==> config.mk <==
export PLATFORM = sky130hd
export DESIGN_NAME = svtc_table_check
export DESIGN_NICKNAME = d
export VERILOG_FILES = /design/src/shared/svtc_pkg.sv /design/src/design/svtc_table_check.sv
export SDC_FILE = /design/constraint.sdc
export NUM_CORES = 1
export LEC_CHECK = 0
export BUFFER_PORTS_ARGS = -buffer_cell sky130_fd_sc_hd__clkbuf_2
export CELL_PAD_IN_SITES_DETAIL_PLACEMENT = 0
export CELL_PAD_IN_SITES_GLOBAL_PLACEMENT = 1
export CORE_AREA = 3 3 170 172
export DETAILED_ROUTE_END_ITERATION = 10
export DIE_AREA = 0 0 173 175
export GPL_ROUTABILITY_DRIVEN = 0
export PLACE_DENSITY_LB_ADDON = 0.05
export SLEW_MARGIN = 25
export SYNTH_ARGS = -nofsm -noshare
export SYNTH_HDL_FRONTEND = slang
export SYNTH_SLANG_ARGS = --single-unit
==> constraint.sdc <==
create_clock -name vclk -period 2.2
set_clock_uncertainty 0.15 [all_clocks]
set_input_delay 0.33 -clock vclk [all_inputs]
set_output_delay 0.33 -clock vclk [all_outputs]
set_load 0.02 [all_outputs]
==> src/shared/svtc_pkg.sv <==
// package: constants, register map and link carriers for the variable table checker
package svtc_pkg;
  // ==========================================================
  // table geometry
  localparam int TBL_WORDS = 27;
  localparam int MAX_ITEMS = 12;
  localparam int PAIR_STEP = 2;

  typedef logic [15:0] svtc_word_t;
  typedef logic [13:0] svtc_maddr_t;
  typedef logic [7:0]  svtc_raddr_t;
  typedef logic [3:0]  svtc_idx_t;
  typedef logic [4:0]  svtc_toff_t;

  localparam svtc_toff_t  OFF_COUNT = 5'h00;
  localparam svtc_toff_t  OFF_CTRLW = 5'h01;
  localparam svtc_toff_t  OFF_BASE  = 5'h02;
  localparam svtc_toff_t  OFF_TYPE1 = 5'h03;
  localparam svtc_toff_t  OFF_ADDR1 = 5'h04;
  localparam svtc_maddr_t AREA_MON  = 14'h0000;
  localparam svtc_maddr_t AREA_SEC  = 14'h0001;
  localparam svtc_maddr_t AREA_DAT1 = 14'h0002;

  // ==========================================================
  // value ranges
  localparam logic [7:0] TYPE_MIN  = 8'hC0;
  localparam logic [7:0] TYPE_MAX  = 8'hCF;
  localparam logic [3:0] BCD_NINE  = 4'h9;
  localparam logic [3:0] TENS_MAX  = 4'h1;
  localparam logic [3:0] UNITS_TOP = 4'h2;
  localparam logic [3:0] TEN_BIN   = 4'hA;
  localparam svtc_word_t GATE_OFF  = 16'h0000;
  localparam svtc_word_t GATE_ON   = 16'h0001;
  localparam svtc_word_t RESP_OK   = 16'h0000;
  localparam svtc_word_t ZERO_WORD = 16'h0000;

  // ==========================================================
  // register map
  localparam svtc_raddr_t RTBL_BASE    = 8'h00;
  localparam svtc_raddr_t WTBL_BASE    = 8'h20;
  localparam svtc_raddr_t REG_CTRL     = 8'h40;
  localparam svtc_raddr_t REG_STATUS   = 8'h41;
  localparam svtc_raddr_t REG_IRQ_STAT = 8'h42;
  localparam svtc_raddr_t REG_IRQ_MASK = 8'h43;
  localparam svtc_raddr_t REG_RESP     = 8'h44;
  localparam int CTRL_RD_GO = 0;
  localparam int CTRL_WR_GO = 1;
  localparam int EV_RD_DONE = 0;
  localparam int EV_WR_DONE = 1;
  localparam int EV_SYNTAX  = 2;
  localparam int EV_COMM    = 3;
  localparam int EV_BITS    = 4;
  localparam int ST_BUSY    = 0;
  localparam int ST_RD_SYN  = 1;
  localparam int ST_WR_SYN  = 2;

  // ==========================================================
  // link carriers
  typedef struct packed {
    logic        isWrite;
    logic        opCmd;
    logic [7:0]  varType;
    svtc_word_t  varAddr;
    logic [31:0] data;
  } svtc_req_t;

  typedef struct packed {
    svtc_word_t  code;
    svtc_word_t  compStatus;
    logic [31:0] data;
  } svtc_rsp_t;
endpackage : svtc_pkg

==> src/design/svtc_table_check.sv <==
// syntax check of one descriptor table: item count, control word, variable types
module svtc_table_check
  import svtc_pkg::*;
#(
  parameter bit IS_READ = 1'b1
)
(
  input  svtc_pkg::svtc_word_t tbl [svtc_pkg::TBL_WORDS],
  output logic                 syntaxErr,
  output svtc_pkg::svtc_idx_t  count
);
  logic [MAX_ITEMS-1:0] typeOk;
  logic                 countOk;
  logic                 ctrlOk;
  svtc_word_t           cw;

  // ==========================================================
  // count and control word
  always_comb begin
    cw      = tbl[OFF_COUNT];
    countOk = (cw[15:8] == 8'h00) &&
              (((cw[7:4] == 4'h0) && (cw[3:0] <= BCD_NINE) && ((cw[3:0] != 4'h0) || !IS_READ)) ||
               ((cw[7:4] == TENS_MAX) && (cw[3:0] <= UNITS_TOP)));
    count   = (cw[7:4] == TENS_MAX) ? 4'(TEN_BIN + cw[3:0]) : cw[3:0];
    ctrlOk  = IS_READ || (tbl[OFF_CTRLW] == GATE_OFF) || (tbl[OFF_CTRLW] == GATE_ON);
  end

  // ==========================================================
  // only the used pairs are checked
  for (genvar i = 0; i < MAX_ITEMS; i++) begin : g_type
    assign typeOk[i] = (svtc_idx_t'(i) >= count) ||
                       ((tbl[int'(OFF_TYPE1) + PAIR_STEP * i] >= {8'h00, TYPE_MIN}) &&
                        (tbl[int'(OFF_TYPE1) + PAIR_STEP * i] <= {8'h00, TYPE_MAX}));
  end

  assign syntaxErr = !countOk || !ctrlOk || !(&typeOk);
endmodule : svtc_table_check

==> results of run 1 <==
[layout make-up]
cell class                 count  area (um^2)
fill                        3326        25400
inverter                       1         3.75
multi-input combinational     84          716
tap                          378          473
timing repair buffer         186         1000
[per-layer routing]
layer  GRT usage (%)  part of all wire, %
met5               0                    0
met4               0                    0
met3            1.91                   14
met2            7.26                   51
met1            3.89                   35
[power by group through the flow]
stage	logic, uW	registers, uW	clock network, uW
floorplan	65.5	0	0
global placement	245	0	0
detailed placement	243	0	0
CTS	249	0	0
global route	280	0	0
finish	250	0	0
[logic make-up after synthesis]
group,share of synthesized area (%)
adders and majority gates,3.60
muxes,2.40
AOI/OAI and AO/OA,18.2
xor gates and xnor gates,5.40
and+or+nand+nor,67.2
buffers and inverters,3.20
[timing repair]
item / in CTS / in global routing
setup buffers: 2 / 1
resized for setup: 4 / 8
endpoints found under the setup margin: 4 / 4
pin swaps: 3 / 4
[placed cells by master, fill, tap and decap left out, types with 2 or more instances in the layout]
cell	count
clkbuf_2	163
nor4_1	23
buf_4	21
nand3_1	12
nor4bb_1	9
nor3_1	4
a21o_1	3
nor4b_1	3
nor4_2	2
nor2_1	2
nand2_1	2
a21oi_1	2
[per-stage QoR]
step	hold WS (ps)	setup WS [ps]	TNS [ps]	area (um^2)
floorplan	608	-295	-295	699
global placement	964	-630	-958	2120
detailed placement	969	-640	-995	2120
CTS	969	-566	-940	2150
global route	980	-563	-877	2190
finish	957	-484	-709	2190
[worst min-delay path by stage]
stage / start / endpoint / slack [ps] / cells after the start
6_report: tbl[416] / count[0] / 960 / 3
5_1_grt: tbl[416] / count[0] / 980 / 3
4_1_cts: tbl[416] / count[0] / 970 / 3
3_5_place_dp: tbl[416] / count[0] / 970 / 3
3_3_place_gp: tbl[416] / count[0] / 960 / 3
2_1_floorplan: tbl[417] / count[1] / 610 / 1
[tightest hold or removal path: stages]
cell and delay, ps:
clkbuf_2 90, buf_4 160, clkbuf_2 190
==> results.ini, run 1 <==
[layout]
area_growth_pct=250
final_layout_size_suffix_gt1_share_pct=73.8
final_util_pct=7.93
register_area_um2=0
n_antenna_cell=0
final_cell_count_no_fill=649
nets=706
seq_cell_count=0
clockBufferCount=0

[place]
placed_cells=647
io_buffer_count=165
hpwl_um=6120

[synthesis]
synth.most_common_cell=nor4_1
seq_area_frac_synth_pct=0
syn_nets=521
synth_cell_types=32
yosys.area.top_type=nor4_1
yosys-top-cells-count=nor4_1, nand3_1, nor4bb_1
synth_cells=88
syn_area_um2=626
synth_warnings=0
synth_area_leaders=nor4_1, nor4bb_1, nand3_1
avgSynthCellArea_um2=7.11
synth_top_area_share_pct=25.0

[route]
drt_iter0_markers=16
ant_nets=0
drt-wirelength-per-cell_um=9.64
post-route-drc-count=0
wirelength_um=6260
dr.pass1.iters=2
via_count=1486
vias_per_cell=2.29

[power]
power.internal_uw=158
total_power_uw=250
leakagePower_uw=0.000955
irDropWorstVdd_mv=0.0247
power.share.switching_pct=37.0
power.density_nw_per_um2=114
pwr-share-seq_pct=0
pwr-share-clk_pct=0
netSwitchingPower_uw=92.7
p_comb_share_pct=100.0

[worst_setup_path]
end_kind=output pin
crit_chain=buf_6, or4b_4, mux2_4, and2_4, a221oi_4, o2111ai_4, buf_8
critPathBufInv=2
cp-endpoint=syntaxErr
critPathMaxFanout=8
crit_cells=7
cp-startpoint=tbl[422]
cpLargestDelayFamily=simple AND/OR/NAND/NOR gates
worst_path_largest_cell_delay_ps=610
crit_slowest_cell=or4b_4
cp.required_ps=1720
worstSetupPathType=in -> out
critPathLaunchType=input port
cp.arrival_ps=2200

[sta]
setup_violations=2
setup_ws_ps=-484
tightest_slew_ps=427
slew_headroom_pct=71.3
post-route-period-util_pct=122
hold_viol=0
slew_viol_final=0
fmax_ghz=0.373
rsz0062_at_grt=yes
period_minus_slack_ps=2680

[floorplanning]
start_util_pct=2.26
core_um2=27600
die_y_um=175
die_width_um=173
rows=61
dieArea_um2=30300
design.portCount=437

[grt]
grt_overflow=0
grt_max_degree=9
antenna_found_initial=0
grt_pass1_wl_um=8980
gr-usage-all-layers_pct=3.77
first_global_vias=1633

[cts]
holdBufCountCts=0

[flow_run]
cap_violations=0

[outcome]
status=finished, violations left
violations=setup timing

[hold_path]
holdCritPathClass=in -> out

No activity file was read; power rests on OpenSTA's default activity.
==> run 2: changes to the inputs <==
Settings changed: MAX_ROUTING_LAYER set to met4, PLACE_DENSITY_LB_ADDON 0.05 to 0.1.
==> run 2 against run 1 <==
  * Via count increased by 1.7%
  * The flow still finishes with violations (setup timing)
  * First-iteration DRC count increased by 6.3%
  * Count of clock-buffer cells in the layout unchanged
  * Global-route usage up 0.12 points
  * Combinational power grew 2%
==> results.ini, run 2 (synthesized netlist as in run 1, its figures left out) <==
[worst_setup_path]
crit_slowest_cell=or4b_4
cpLargestDelayFamily=simple AND/OR/NAND/NOR gates
cp.arrival_ps=2200  ; about the same
worst_path_largest_cell_delay_ps=610  ; about the same
cp.required_ps=1720  ; about the same
worstSetupPathType=in -> out
critPathBufInv=2  ; unchanged
critPathMaxFanout=7  ; -1
critPathLaunchType=input port
end_kind=output pin
crit_chain=buf_6, or4b_4, mux2_4, and2_4, a221oi_4, o2111ai_4, buf_8

[place]
pre_cts_ws_ps=-613  ; +26.7 ps
io_buffer_count=165  ; unchanged
hpwl_um=6150  ; +0.52%
placed_cells=650  ; +0.46%

[layout]
layout_commonest_cell=clkbuf_2
most-common-layout-cells=clkbuf_2, nor4_1, buf_4
seq_cell_count=0  ; unchanged
area_growth_pct=253
final_layout_size_suffix_gt1_share_pct=73.3  ; -0.54 points
fillers=3325  ; -0.030%
nets=708  ; +0.28%
final_cell_count_no_fill=652  ; +0.46%
register_area_um2=0  ; unchanged
clockBufferCount=0  ; unchanged

[grt]
first_global_vias=1687  ; +3.3%
grt_max_degree=8  ; -1
gr-usage-all-layers_pct=3.89  ; +0.12 points
antenna_found_initial=1  ; +1
grt_pass1_wl_um=8900  ; -0.84%
grt_overflow=0  ; unchanged

[hold_path]
hold_end=syntaxErr
holdCritPathClass=in -> out
hp-start=tbl[219]
whs_path_depth=6  ; +3

[route]
ant_nets=0  ; unchanged
dr.pass1.iters=4  ; +2
post-route-drc-count=0  ; unchanged
drt_iter0_markers=17  ; +1
wirelength_um=6270  ; +0.19%
vias_per_cell=2.32  ; +1.2%
drt-wirelength-per-cell_um=9.62  ; -0.27%
via_count=1511  ; +1.7%

[outcome]
violations=setup timing
status=finished, violations left

[sta]
hold_viol=0  ; unchanged
post-route-period-util_pct=122  ; -0.15 points
slew_viol_final=0  ; unchanged
period_minus_slack_ps=2680  ; -3.38 ps
slew_headroom_pct=70.4  ; -0.84 points
rsz0062_at_grt=yes
setup_violations=2  ; unchanged
tns_ps=-571  ; +138 ps
tightest_slew_ps=440  ; +12.4 ps
fmax_ghz=0.373  ; +0.13%
fin_worst_hold_slack_ps=1050  ; +92.2 ps
setup_ws_ps=-481  ; +3.38 ps

[floorplanning]
design.portCount=437  ; unchanged
rows=61  ; unchanged
die_y_um=175  ; unchanged
start_util_pct=2.26  ; unchanged
dieArea_um2=30300  ; unchanged
core_um2=27600  ; unchanged
die_width_um=173  ; unchanged

[power]
pwr-share-seq_pct=0  ; unchanged
leakagePower_uw=0.000966  ; +1.2%
pwr-share-clk_pct=0  ; unchanged
power.share.switching_pct=36.7  ; -0.28 points
power.internal_uw=161  ; +2.3%
power.density_nw_per_um2=115  ; +1.0%
irDropWorstVdd_mv=0.0281  ; +14%
netSwitchingPower_uw=93.7  ; +1.1%
p_comb_share_pct=100.0  ; about the same

[flow_run]
cap_violations=0  ; unchanged

run 2: cell types whose count changed in the layout (fill, tap and decap cells not counted), sizes merged:
cell	delta
buf	+2
diode	+1
run 2: repair_timing:
item	4_1_cts	5_1_grt
buffers inserted	2	0
endpoints found under the setup margin	3	3
pin swaps	3	3
hold buffers	0	0
resized for setup	8	4
run 2: through the flow:
stage | power [uW] | utilization [%] | cell area [um^2]
floorplan | 65.5 | - | 699
detailed placement | 250 | 7.75 | 2140
global placement | 250 | 7.75 | 2140
global route | 285 | 8.00 | 2210
finish | 255 | 8.00 | 2210
CTS | 260 | 7.96 | 2200
run 2: power by group through the flow:
stage,combinational [uW],clock (uW),sequential [uW]
after floorplan,65.5,0,0
after global placement,250,0,0
after detailed placement,250,0,0
after CTS,260,0,0
after global routing,285,0.0000610,0
final,255,0.0000609,0
run 2: worst min-delay path, stage by stage:
cell       delay (ps)
clkbuf_2           70
nor4_1             30
nand3_1           100
o21ai_1           120
o2111ai_4         100
buf_8             110
run 2: metal layers:
layer  vias up  track usage [%]  part of all wire [%]
met5         -                -                     0
met4         0                0                     0
met3         0             1.20                    11
met2       101             6.65                    47
met1       650             4.83                    43
li1        760                -                     -
run 2: worst max path at each step:
stage                         from   endpoint  slack [ps]  cells past startpoint
final                     tbl[421]  syntaxErr        -480                      7
after global routing      tbl[421]  syntaxErr        -550                      7
after CTS                 tbl[421]  syntaxErr        -530                      8
after detailed placement  tbl[421]  syntaxErr        -610                      8
after global placement    tbl[421]  syntaxErr        -620                      8
after floorplan           tbl[421]  syntaxErr        -290                      6
run 2: cell type report:
cell class	instances	area (um^2)	area share, %
timing repair buffer	188	1020	46.3
multi-input combinational	84	708	32.0
inverter	1	3.75	0.170
tap	378	473	21.4
antenna	1	2.50	0.113
